<file path="src/logic/fm_link_pkg.sv">
// Constants for the fast memory load/link unit.
// Assumes a 50 MHz single clock and an APB register port.
// What this block does
// Halfword count moves zero to sixteen halfwords
// Unlinked loads: software aligns items on words
// Address bits 19:16 from high register
// Address bits 15:0 from low register
// Mask bit clear: address used unchanged
// Mask bit set: zero bits per destination
// Halfwords fill destination, then next registers
// Linked load records each register's location
// Update option writes linked register back
// Linked load copies first halfword to shadow
// Upper bank destination costs one cycle
// Software keeps linked count within destination
// Zero count load only sets link
// Connection identifier formed from descriptor address
// Inverted destination low bits saved as mask
// Link base from high, low and destination
// Update address from base, mask, destination
// Successive halfwords at addresses rising by two
package fm_link_pkg;
	localparam int ADDR_W = 20;
	localparam int HW_W   = 16;
	localparam int CNT_W  = 5;
	localparam int REG_W  = 6;
	localparam logic [CNT_W-1:0] MAX_HW = 5'h10;
	// Register byte offsets
	localparam logic [7:0] OFS_START = 8'h00;
	localparam logic [7:0] OFS_CTRL  = 8'h04;
	localparam logic [7:0] OFS_STAT  = 8'h08;
	localparam logic [7:0] OFS_LINK  = 8'h0c;
	localparam logic [7:0] OFS_CONN_ID = 8'h10;
	// Control fields
	localparam int CTRL_RD_POS   = 0;
	localparam int CTRL_CNT_POS  = 8;
	localparam int CTRL_LINK_BIT = 16;
	localparam int CTRL_Z_BIT    = 17;
	localparam int CTRL_GO_BIT   = 31;
	// Status fields
	localparam int STAT_BUSY_BIT = 0;
	localparam int STAT_LINK_BIT = 1;
	localparam int STAT_LOST_BIT = 2;
	// Destinations with a defined alignment mask
	localparam logic [REG_W-1:0] RD_R16 = 6'h10;
	localparam logic [REG_W-1:0] RD_R24 = 6'h18;
	localparam logic [REG_W-1:0] RD_R28 = 6'h1c;
	localparam logic [REG_W-1:0] RD_R30 = 6'h1e;
	localparam logic [REG_W-1:0] RD_R31 = 6'h1f;
	localparam logic [HW_W-1:0] RST_HW = 16'h0000;
	localparam logic [ADDR_W-1:0] HW_STEP = 20'h00002;
	typedef enum logic [1:0] {S_IDLE, S_RD, S_UMW} fm_state_t;
endpackage

</file>
<file path="src/logic/fm_fifo_if.sv">
// Carrier between the load unit and its halfword FIFO.
// Assumes both ends share one clock.
`timescale 1ns/1ps
`default_nettype none
interface fm_fifo_if #(parameter int WIDTH = 16);
	logic             push_valid;
	logic             push_ready;
	logic [WIDTH-1:0] push_data;
	logic             pop_valid;
	logic             pop_ready;
	logic [WIDTH-1:0] pop_data;
	modport store (input push_valid, push_data, pop_ready,
		output push_ready, pop_valid, pop_data);
	modport user (output push_valid, push_data, pop_ready,
		input push_ready, pop_valid, pop_data);
endinterface
`default_nettype wire

</file>
<file path="src/logic/fm_load_link.sv">
// Fast memory multi-halfword load with link and update-on-write.
// Assumes an APB master, a single-outstanding memory port and a
// register file write port with back-pressure.
`timescale 1ns/1ps
`default_nettype none
module fm_load_link
	import fm_link_pkg::*;
#(
	parameter int FIFO_DEPTH = 32
) (
	input  wire logic              sys_clk_i,   // 50 MHz clock
	input  wire logic              rst_n_i,     // Async reset, low
	input  wire logic              psel_i,      // APB select
	input  wire logic              penable_i,   // APB access phase
	input  wire logic              pwrite_i,    // APB write
	input  wire logic [7:0]        paddr_i,     // APB byte address
	input  wire logic [31:0]       pwdata_i,    // APB write data
	output logic      [31:0]       prdata_o,    // APB read data
	output logic                   pready_o,    // APB ready
	output logic                   pslverr_o,   // APB error
	output logic                   mem_req_o,   // Memory request
	output logic                   mem_we_o,    // Memory write
	output logic      [ADDR_W-1:0] mem_addr_o,  // Memory byte address
	output logic      [HW_W-1:0]   mem_wdata_o, // Memory write data
	input  wire logic              mem_ack_i,   // Memory done
	input  wire logic [HW_W-1:0]   mem_rdata_i, // Memory read data
	input  wire logic              alu_we_i,    // ALU writes a reg
	input  wire logic              alu_upd_i,   // Update option
	input  wire logic [REG_W-1:0]  alu_dest_i,  // ALU destination
	input  wire logic [HW_W-1:0]   alu_data_i,  // ALU result
	output logic                   rf_we_o,     // Reg file write
	output logic      [REG_W-1:0]  rf_addr_o,   // Reg number
	output logic      [HW_W-1:0]   rf_data_o,   // Reg data
	input  wire logic              rf_ready_i,  // Reg file can take
	output logic      [HW_W-1:0]   shadow_o,    // Branch shadow reg
	output logic                   busy_o       // Unit busy
);
	// A whole load must fit the FIFO
	if (FIFO_DEPTH < int'(MAX_HW)) begin : depth_chk
		$error("fm_load_link: FIFO_DEPTH below max count");
	end

	fm_fifo_if #(.WIDTH(HW_W)) ff ();
	fm_fifo #(.WIDTH(HW_W), .DEPTH(FIFO_DEPTH)) u_fifo (
		.sys_clk_i(sys_clk_i),
		.rst_n_i  (rst_n_i),
		.f        (ff.store)
	);

	fm_state_t         state;
	logic [ADDR_W-1:0] start_reg;
	logic [31:0]       ctrl_reg;
	logic [ADDR_W-1:0] cur_addr;
	logic [CNT_W-1:0]  remain;
	logic              first_hw;
	logic              link_act;
	logic              link_valid;
	logic [19:1]       link_base;
	logic [3:0]        link_mask;
	logic [REG_W-1:0]  link_first;
	logic [CNT_W-1:0]  link_cnt;
	logic [REG_W-1:0]  drain_reg;
	logic              bank_wait;
	logic              upd_pend;
	logic [REG_W-1:0]  upd_dest;
	logic [HW_W-1:0]   upd_data;
	logic              lost;
	logic [HW_W-1:0]   conn_id;
	logic [31:0]       rd_mux;
	logic              addr_hit;
	logic              wr_en;
	logic              go;
	logic              go_ok;
	logic              busy;
	logic [REG_W-1:0]  cmd_rd;
	logic [CNT_W-1:0]  cmd_cnt;
	logic [CNT_W-1:0]  cnt_eff;
	logic              cmd_link;
	logic              cmd_z;
	logic [ADDR_W-1:0] start_addr;
	logic [ADDR_W-1:0] z_mask;
	logic [REG_W-1:0]  upd_off;
	logic              upd_hit;
	logic              upd_done;
	logic              rd_ack;
	logic              pop_fire;
	logic [ADDR_W-1:0] upd_addr;

	// Command fields come from the control write itself
	assign cmd_rd   = pwdata_i[CTRL_RD_POS +: REG_W];
	assign cmd_cnt  = pwdata_i[CTRL_CNT_POS +: CNT_W];
	assign cmd_link = pwdata_i[CTRL_LINK_BIT];
	assign cmd_z    = pwdata_i[CTRL_Z_BIT];
	// Counts above sixteen are clipped rather than overrun
	assign cnt_eff = (cmd_cnt > MAX_HW) ? MAX_HW : cmd_cnt;

	// Low bits forced to zero per destination
	always_comb begin
		case (cmd_rd)
			RD_R16:  z_mask = 20'hfffe0;
			RD_R24:  z_mask = 20'hffff0;
			RD_R28:  z_mask = 20'hffff8;
			RD_R30:  z_mask = 20'hffffc;
			RD_R31:  z_mask = 20'hffffe;
			default: z_mask = 20'hfffff;
		endcase
	end
	// High nibble and low halfword both come from the start register
	assign start_addr = cmd_z ? (start_reg & z_mask)
		: start_reg;

	// APB decode; transfers answer in the first access cycle
	assign addr_hit = (paddr_i[1:0] == 2'b00) &&
		(paddr_i == OFS_START || paddr_i == OFS_CTRL ||
		 paddr_i == OFS_STAT || paddr_i == OFS_LINK ||
		 paddr_i == OFS_CONN_ID);
	assign wr_en = psel_i && penable_i && pready_o && pwrite_i &&
		!pslverr_o;
	assign go    = wr_en && paddr_i == OFS_CTRL && pwdata_i[CTRL_GO_BIT];
	assign busy  = state != S_IDLE || upd_pend || ff.pop_valid ||
		bank_wait;
	assign go_ok = go && !busy;

	// Read data mux, sampled in the setup cycle
	always_comb begin
		case (paddr_i)
			OFS_START: rd_mux = {12'h000, start_reg};
			OFS_CTRL:  rd_mux = {1'b0, ctrl_reg[30:0]};
			OFS_STAT:  rd_mux = {29'h0, lost, link_valid, busy};
			OFS_LINK:  rd_mux = {8'h00, link_mask, link_base, 1'b0};
			OFS_CONN_ID: rd_mux = {16'h0000, conn_id};
			default:   rd_mux = 32'h00000000;
		endcase
	end

	// APB answer flops
	always_ff @(posedge sys_clk_i or negedge rst_n_i) begin
		if (!rst_n_i) begin
			pready_o  <= 1'b0;
			pslverr_o <= 1'b0;
			prdata_o  <= 32'h00000000;
		end else if (psel_i && !penable_i) begin
			pready_o  <= 1'b1;
			pslverr_o <= !addr_hit;
			prdata_o  <= addr_hit ? rd_mux : 32'h00000000;
		end else begin
			pready_o  <= 1'b0;
			pslverr_o <= 1'b0;
		end
	end

	// Software-written registers and the identifier
	always_ff @(posedge sys_clk_i or negedge rst_n_i) begin
		if (!rst_n_i) begin
			start_reg <= '0;
			ctrl_reg  <= 32'h00000000;
			conn_id   <= RST_HW;
		end else if (wr_en) begin
			if (paddr_i == OFS_START)
				start_reg <= pwdata_i[ADDR_W-1:0];
			if (paddr_i == OFS_CTRL)
				ctrl_reg <= pwdata_i;
			if (paddr_i == OFS_CONN_ID)
				conn_id <= {pwdata_i[15:5], pwdata_i[20:16]};
		end
	end

	// Link record; a zero count still sets the link
	always_ff @(posedge sys_clk_i or negedge rst_n_i) begin
		if (!rst_n_i) begin
			link_valid <= 1'b0;
			link_base  <= '0;
			link_mask  <= 4'h0;
			link_first <= '0;
			link_cnt   <= '0;
		end else if (go_ok && cmd_link) begin
			link_valid <= 1'b1;
			link_base  <= {start_reg[19:5],
				start_reg[4:1] & cmd_rd[3:0]};
			link_mask  <= ~cmd_rd[3:0];
			link_first <= cmd_rd;
			link_cnt   <= cnt_eff;
		end
	end

	// Update hit: ALU wrote one of the linked registers
	assign upd_off  = alu_dest_i - link_first;
	assign upd_hit  = alu_we_i && alu_upd_i && link_valid &&
		upd_off < {1'b0, link_cnt};
	assign upd_done = state == S_UMW && mem_ack_i;
	assign upd_addr = {link_base[19:5],
		link_base[4:1] | (upd_dest[3:0] & link_mask), 1'b0};

	// One-deep update queue; a new hit wins over the clear
	always_ff @(posedge sys_clk_i or negedge rst_n_i) begin
		if (!rst_n_i) begin
			upd_pend <= 1'b0;
			upd_dest <= '0;
			upd_data <= RST_HW;
		end else if (upd_hit && (!upd_pend || upd_done)) begin
			upd_pend <= 1'b1;
			upd_dest <= alu_dest_i;
			upd_data <= alu_data_i;
		end else if (upd_done) begin
			upd_pend <= 1'b0;
		end
	end

	// Sticky loss flag: refused start or dropped update
	always_ff @(posedge sys_clk_i or negedge rst_n_i) begin
		if (!rst_n_i)
			lost <= 1'b0;
		else if ((go && busy) || (upd_hit && upd_pend && !upd_done))
			lost <= 1'b1;
		else if (wr_en && paddr_i == OFS_STAT && pwdata_i[STAT_LOST_BIT])
			lost <= 1'b0;
	end

	assign rd_ack = state == S_RD && mem_req_o && mem_ack_i;

	// Memory sequencer; read requests wait for FIFO room
	always_ff @(posedge sys_clk_i or negedge rst_n_i) begin
		if (!rst_n_i) begin
			state       <= S_IDLE;
			mem_req_o   <= 1'b0;
			mem_we_o    <= 1'b0;
			mem_addr_o  <= '0;
			mem_wdata_o <= RST_HW;
			cur_addr    <= '0;
			remain      <= '0;
			first_hw    <= 1'b0;
			link_act    <= 1'b0;
		end else begin
			case (state)
				S_IDLE: begin
					if (upd_pend) begin
						state       <= S_UMW;
						mem_req_o   <= 1'b1;
						mem_we_o    <= 1'b1;
						mem_addr_o  <= upd_addr;
						mem_wdata_o <= upd_data;
					end else if (go_ok && cnt_eff != '0) begin
						state    <= S_RD;
						cur_addr <= start_addr;
						remain   <= cnt_eff;
						first_hw <= 1'b1;
						link_act <= cmd_link;
					end
				end
				S_RD: begin
					if (!mem_req_o && ff.push_ready) begin
						mem_req_o  <= 1'b1;
						mem_we_o   <= 1'b0;
						mem_addr_o <= cur_addr;
					end else if (rd_ack) begin
						mem_req_o <= 1'b0;
						first_hw  <= 1'b0;
						cur_addr  <= cur_addr + HW_STEP;
						remain    <= remain - 1'b1;
						if (remain == 5'h01)
							state <= S_IDLE;
					end
				end
				S_UMW: begin
					if (mem_ack_i) begin
						state     <= S_IDLE;
						mem_req_o <= 1'b0;
						mem_we_o  <= 1'b0;
					end
				end
				default: state <= S_IDLE;
			endcase
		end
	end

	// Fetched halfwords enter the FIFO on acknowledge
	assign ff.push_valid = rd_ack;
	assign ff.push_data  = mem_rdata_i;

	// Shadow copy of the first halfword of a linked load
	always_ff @(posedge sys_clk_i or negedge rst_n_i) begin
		if (!rst_n_i)
			shadow_o <= RST_HW;
		else if (rd_ack && first_hw && link_act)
			shadow_o <= mem_rdata_i;
	end

	// Upper bank targets stall the first write one cycle
	assign ff.pop_ready = rf_ready_i && !bank_wait;
	assign pop_fire     = ff.pop_valid && ff.pop_ready;

	always_ff @(posedge sys_clk_i or negedge rst_n_i) begin
		if (!rst_n_i)
			bank_wait <= 1'b0;
		else if (go_ok && cnt_eff != '0)
			bank_wait <= cmd_rd[REG_W-1];
		else if (ff.pop_valid)
			bank_wait <= 1'b0;
	end

	// Register file writes walk upward from the destination
	always_ff @(posedge sys_clk_i or negedge rst_n_i) begin
		if (!rst_n_i) begin
			drain_reg <= '0;
			rf_we_o   <= 1'b0;
			rf_addr_o <= '0;
			rf_data_o <= RST_HW;
		end else begin
			rf_we_o <= pop_fire;
			if (go_ok)
				drain_reg <= cmd_rd;
			else if (pop_fire) begin
				drain_reg <= drain_reg + 1'b1;
				rf_addr_o <= drain_reg;
				rf_data_o <= ff.pop_data;
			end
		end
	end

	// Busy is shown one cycle after the fact
	always_ff @(posedge sys_clk_i or negedge rst_n_i) begin
		if (!rst_n_i)
			busy_o <= 1'b0;
		else
			busy_o <= busy;
	end
endmodule
`default_nettype wire

</file>
<file path="src/logic/fm_fifo.sv">
// Flip-flop FIFO for fetched halfwords.
// Assumes synchronous push and pop on one clock.
`timescale 1ns/1ps
`default_nettype none
module fm_fifo #(
	parameter int WIDTH = 16,
	parameter int DEPTH = 32
) (
	input wire logic sys_clk_i, // System clock
	input wire logic rst_n_i,   // Async reset, low
	fm_fifo_if.store f          // Push and pop sides
);
	localparam int IW = $clog2(DEPTH);
	// Wrapping indices only work for a power-of-two depth
	if (DEPTH < 2 || (1 << IW) != DEPTH) begin : depth_chk
		$error("fm_fifo: DEPTH must be a power of two");
	end
	logic [WIDTH-1:0] mem [DEPTH];
	logic [IW-1:0]    wr_idx;
	logic [IW-1:0]    rd_idx;
	logic [IW:0]      fill;
	logic             do_push;
	logic             do_pop;

	// Honest flags from the fill level
	assign f.push_ready = (fill != (IW+1)'(DEPTH));
	assign f.pop_valid  = (fill != '0);
	assign f.pop_data   = mem[rd_idx];
	assign do_push = f.push_valid && f.push_ready;
	assign do_pop  = f.pop_valid && f.pop_ready;

	// Storage needs no reset; only the pointers and fill level do
	always_ff @(posedge sys_clk_i) begin
		if (do_push)
			mem[wr_idx] <= f.push_data;
	end

	// Pointers and fill level
	always_ff @(posedge sys_clk_i or negedge rst_n_i) begin
		if (!rst_n_i) begin
			wr_idx <= '0;
			rd_idx <= '0;
			fill   <= '0;
		end else begin
			if (do_push)
				wr_idx <= wr_idx + 1'b1;
			if (do_pop)
				rd_idx <= rd_idx + 1'b1;
			if (do_push && !do_pop)
				fill <= fill + 1'b1;
			else if (do_pop && !do_push)
				fill <= fill - 1'b1;
		end
	end
endmodule
`default_nettype wire

</file>
<file path="config.mk">
export PLATFORM = sky130hd
export DESIGN_NAME = fm_load_link
export DESIGN_NICKNAME = d
export VERILOG_FILES = /design/src/logic/fm_link_pkg.sv /design/src/logic/fm_fifo_if.sv /design/src/logic/fm_load_link.sv /design/src/logic/fm_fifo.sv
export SDC_FILE = /design/constraint.sdc
export NUM_CORES = 1
export LEC_CHECK = 0
export BUFFER_PORTS_ARGS = -buffer_cell sky130_fd_sc_hd__buf_2
export CORE_ASPECT_RATIO = 2
export CORE_UTILIZATION = 35
export DETAILED_ROUTE_END_ITERATION = 8
export PLACE_DENSITY = 0.51
export SYNTH_ARGS = -nofsm -noshare
export SYNTH_HDL_FRONTEND = slang
export SYNTH_SLANG_ARGS = --single-unit
</file>
<file path="constraint.sdc">
create_clock -name sys_clk_i -period 4 [get_ports sys_clk_i]
set_input_delay 0.8 -clock sys_clk_i [delete_from_list [all_inputs] [get_ports sys_clk_i]]
set_output_delay 0.8 -clock sys_clk_i [all_outputs]
set_load 0.05 [all_outputs]
</file>
# Word level (Yosys, flattened, before mapping)
# Memory sizes are Yosys's and may differ from the RTL's. A register that Yosys moved wholly into a read port is not among the register bits.
# Index checks and enable logic that the tools add are counted.
# Widths: inputs -> output; s select.
word_totals:
  reg_bits: 272
  mem_bits_rw: 512
  inputBits: 87
  memories: 1
mem_list:
  columns: ["name", "depth", "width", "read_ports", "rd_ports_with_merged_regs", "write_ports", "line", "source"]
  rows:
  - ["u_fifo.mem", 32, 16, 1, 1, 1, "fm_fifo.sv:18", "logic [WIDTH-1:0] mem [DEPTH];"]
classes:
  addsub: 8
  magnitude_cmp: 2
  eq_ne: 23
  muxes: 50
  bitwise_logic: 7
  reduce_logical: 75
op_table:
  columns: ["operator", "n"]
  rows:
  - ["$pmux 31 s5", 1]
  - ["$mux 20", 7]
  - ["$pmux 20 s2", 2]
  - ["$mux 32", 1]
  - ["$logic_and 1x1->1", 31]
  - ["$eq 6x5->1 const B", 5]
  - ["$mux 5", 5]
  - ["$pmux 5 s5", 1]
  - ["$mux 6", 4]
  - ["$add 20x2->20 const B", 1]
  - ["$and 20x20->20", 1]
  - ["$mux 1", 18]
  - ["$eq 8x4->1 const B", 2]
  - ["$reduce_bool 2->1", 7]
  - ["$add 6x1->6 const B", 2]
  - ["$mux 2", 6]
  - ["$ne 2x2->1 const B", 6]
  - ["$logic_not 1->1", 11]
  - ["$add 5x1->5 const B", 2]
  - ["$pmux 5 s2", 1]
  - ["$reduce_and 2->1", 5]
  - ["$reduce_and 5->1", 2]
  - ["$logic_or 1x1->1", 9]
  - ["$and 4x4->4", 2]
  - ["other kinds (27)", 33]

# Depth between registers and ports, before layout
logic_depth:
  depth_word: 11
  mapped_depth: 15
  mapped_depth_nobuf: 13

# Modules after synthesis
# From an unflattened synthesis, not the netlist that was laid out.
hier_totals:
  cells_unflattened: 2121
  hier_area_um2: 32668.8
modules_own_cells:
  columns: ["mod", "n_inst", "cells_each", "area_each_um2"]
  rows:
  - ["fm_fifo", 1, 977, 20504.7]
  - ["fm_load_link", 1, 1144, 12164.2]

# Worst setup path after synthesis
# No wires, ideal clock.
synth_timing:
  kind: "reg-to-reg"
  startpoint: "register u_fifo.fill[0]"
  endpoint: "register u_fifo.fill[5]"
  setup_time_ps: 127
  arrival_time_ps: 3179
  required_time_ps: 3873
  slack_ps: 695
  stages_incl_launch_ff: 16
  period_less_slack_ps: 3305
  cell_sequence: "dfrtp_1 -> or4_4 -> nor3_1 -> or3b_2 -> clkbuf_1 -> buf_2 -> buf_2 -> ha_1 -> inv_1 -> ha_1 -> a21oi_1 -> o211ai_1 -> a21oi_1 -> xnor2_1 -> nor2_1 -> xor2_1"
synth_between:
  elab_chain_len: 5
synth_rtl:
  columns: ["item", "line", "source"]
  rows:
  - ["start, declared", "fm_fifo.sv:21", "logic [IW:0] fill;"]
  - ["start signal, assigned", "fm_fifo.sv:50", "fill <= fill + 1'b1;"]
  - ["start signal, assigned", "fm_fifo.sv:52", "fill <= fill - 1'b1;"]
  - ["parallel branches: the longest is 5 deep, another holds $sub 6x1->6", null, null]
# Several ways; the timed one is not identified. The select of a mux whose other input is x is not followed.
# A chain may end at the register's enable or synchronous reset.

# Final worst setup path
layout_timing:
  startpoint: "register u_fifo.fill[0]"
  endpoint: "register u_fifo.fill[5]"
layout_between:
  elab_chain_len: 5
layout_rtl:
  columns: ["item", "line", "source"]
  rows:
  - ["$ne 6x6->1 *", "fm_fifo.sv:26", "assign f.push_ready = (fill != (IW+1)'(DEPTH));"]
  - ["$logic_and 1x1->1 *", "fm_fifo.sv:29", "assign do_push = f.push_valid && f.push_ready;"]
  - ["net u_fifo.do_push", "fm_fifo.sv:22", "logic do_push;"]
  - ["$logic_not 1->1", "fm_fifo.sv:51", "else if (do_pop && !do_push)"]
  - ["$logic_and 1x1->1", "fm_fifo.sv:51", null]
  - ["$reduce_bool 2->1 (no line)", null, null]
# Mark *: on every way through the listed nets, which the timed path passes. The rest lies on a longest branch. The select of a mux whose other input is x is not followed.

==> metrics.txt <==
status completed; Worst setup SP type flop; DP HPWL 65790 um; cts hold-fix bufs 0; IO Port Bufs 197; Placer Congestion 0.8923; CTS tree done; synth warn 0; mapped cell area 32340 um^2; CTS Sinks 799; via count 19.14k; Final Skew 20.92 ps; Largest register FFs 512; Mean Syn Cell Area 15.79 um^2; clk root buf clkbuf_16; Initial Util 0.3533; DRC 0; RSZ-0062 raised after global routing false; Final Hold Viols 0; static leakage power 14.76 nW; H-tree depth 3; Max-slew headroom 0.3418; sequential share of the synthesized area 0.6974; r2r worst-path depth 13; initial antenna violation count 1; Crit. End Element flop; first-pass GRT wire length 137100 um; Worst-Margin Slew 979.8 ps; Routed WL 94670 um; CP max FO 9; # rows 157; DR WL/cell 26.62 um; Synth Instances 2048; Worst Setup EP u_fifo.fill[5]; period utilisation layout 0.8397; crit path DAT 3890 ps; VDD IR max 0.6215 mV; chip width 217.0 um; Critical Path RT 4530 ps; drt pass-1 iters 8; DRT iter0 DRCs 1281; grt total ovfl 0; I/O pin cnt 199; Critical path origin u_fifo.fill[0]; # nets final 2419; fin. max-slew vios 0; TNS Setup 0 ps; Top FF cell, synth edfxtp_1; Seq cells post-synth 799; die extent in y 431.9 um; vias per inst 5.383; reg2reg start u_fifo.fill[0]; post-CTS sizing 0; Mapped Nets 2164; largest net degree at the start of global routing 99; core area 91540 um^2; min Tclk post-route 3359 ps; vias in the first global route 20.29k; die area 93700 um^2; Setup violations, final 0; Async SR Flop Fraction 0.3592; Fmax 0.2977 GHz; Pwr Total 21.46 mW; Routed Antenna Nets 0; Reg2Reg Capture Point u_fifo.fill[5]; Max Root-Sink Buffers 3; Hold/Removal Path Class in -> async; power density cells 570.1 nW/um^2; postcts setup bufs 0; clock insertion delay at the later pin of the skew report 660 ps; Area Growth Syn to Fin 16.39%; total clock buffers created by CTS 78; synth unique cells 80; Post-synth EDFFs 512; critical path type reg -> reg; layout cells sized above 1 0.2700; reg-to-reg slack, setup 640 ps; Clock transition at path regs 60 ps; Total Routing Usage GR 0.2048; max-cap violations 0
## metrics by stage
stage                     setup slack, ps    util  instance area [um^2]  hold WS (ps)  cells
final                               641.1  0.4112                 37640         157.6   3556
after floorplan                     694.5       -                 32340         438.4   2048
after global routing                356.5  0.4112                 37640         209.0   3556
after global placement              419.2  0.3835                 35100         453.9   3415
after detailed placement            451.8  0.3835                 35100         459.9   3415
after CTS                           547.5  0.4112                 37640         193.1   3555
## cell usage after synthesis (10+ instances only)
| cell type | n | area [um^2] |
|---|---|---|
| o22ai_1 | 63 | 394.1 |
| nor2b_1 | 11 | 68.82 |
| inv_1 | 24 | 90.09 |
| a222oi_1 | 13 | 130.1 |
| mux4_2 | 96 | 2162 |
| nor4_1 | 28 | 175.2 |
| nand2_1 | 185 | 694.4 |
| a21oi_1 | 54 | 270.3 |
| nor2_1 | 89 | 334.1 |
| ha_1 | 27 | 337.8 |
| and3_1 | 11 | 68.82 |
| a22o_1 | 22 | 192.7 |
| mux2_2 | 111 | 1250 |
| buf_1 | 11 | 41.29 |
| edfxtp_1 | 512 | 15370 |
| a21o_1 | 34 | 255.2 |
| xnor2_1 | 11 | 96.34 |
| mux2i_1 | 86 | 860.8 |
| dfrtp_1 | 287 | 7182 |
| nand3b_1 | 10 | 75.07 |
| nor3_1 | 11 | 55.05 |
| nand4_1 | 10 | 62.56 |
| clkbuf_1 | 59 | 221.5 |
| nand3_1 | 19 | 95.09 |
| mux2_1 | 10 | 112.6 |
| o21ai_0 | 81 | 405.4 |
| buf_2 | 38 | 190.2 |
## where the power goes
part	internal [mW]	switching (mW)	total [mW]
logic	1.82	2.96	4.78
clock network	4.19	3.21	7.41
registers	9.00	0.273	9.27
## area by class of cell
type,instances,area [um^2]
Tap cell,1192,1491
Multi-Input combinational cell,1108,9171
Sequential cell,799,22560
Clock inverter,32,386.6
Timing Repair Buffer,292,1784
Inverter,24,90.09
Antenna cell,1,2.502
Fill cell,8488,53900
Clock buffer,108,2155
## cell families after synthesis
kind of cell | count (synthesis) | synth area share
adder cells (fa/ha/maj) | 29 | 0.01168
AO/OA/AOI/OAI | 327 | 0.06654
flip-flops | 799 | 0.6974
AND/OR/NAND/NOR | 432 | 0.06522
XOR/XNOR | 16 | 0.004333
other | 1 | 0.0001159
buffers and inverters | 141 | 0.01911
multiplexers | 303 | 0.1356
## worst max-delay path, stage by stage (launching register included)
cell,delay (ps)
dfrtp_1,440
or4_4,590
nor3b_1,400
nor2_1,100
buf_4,190
ha_1,210
inv_1,170
ha_1,270
a21oi_1,180
o211ai_1,130
a21oi_1,190
xnor2_1,150
nor2_1,70
xor2_1,150
## worst min-delay path by stage
stage,from,end,slack [ps]
finish,rst_n_i,upd_data[14],160
global route,rst_n_i,upd_data[14],210
CTS,rst_n_i,mem_wdata_o[11],190
detailed placement,rf_data_o[14],rf_data_o[14],460
global placement,first_hw,first_hw,450
floorplan,first_hw,first_hw,440
## cell usage in the layout, fill, tap and decap left out, drive strengths merged, types with 13 or more instances in the layout
| master | n |
|---|---|
| mux2i | 86 |
| clkinv | 22 |
| mux2 | 121 |
| a21oi | 54 |
| a222oi | 13 |
| clkbuf | 108 |
| o22ai | 64 |
| nand3 | 19 |
| nor2 | 90 |
| mux4 | 96 |
| nor4 | 30 |
| nand2 | 185 |
| edfxtp | 512 |
| a22o | 22 |
| a21o | 34 |
| o21ai | 82 |
| dfrtp | 287 |
| ha | 27 |
| buf | 292 |
| inv | 28 |
## layer usage
layer / GRT usage / share of wire / wire length [um]
met1: 0.2058 / 0.34 / 32070
met2: 0.3844 / 0.54 / 51540
met3: 0.02468 / 0.042 / 3961
met4: 0.1481 / 0.075 / 7101
met5: 0 / 0 / 0
No activity file was read; power rests on OpenSTA's default activity.
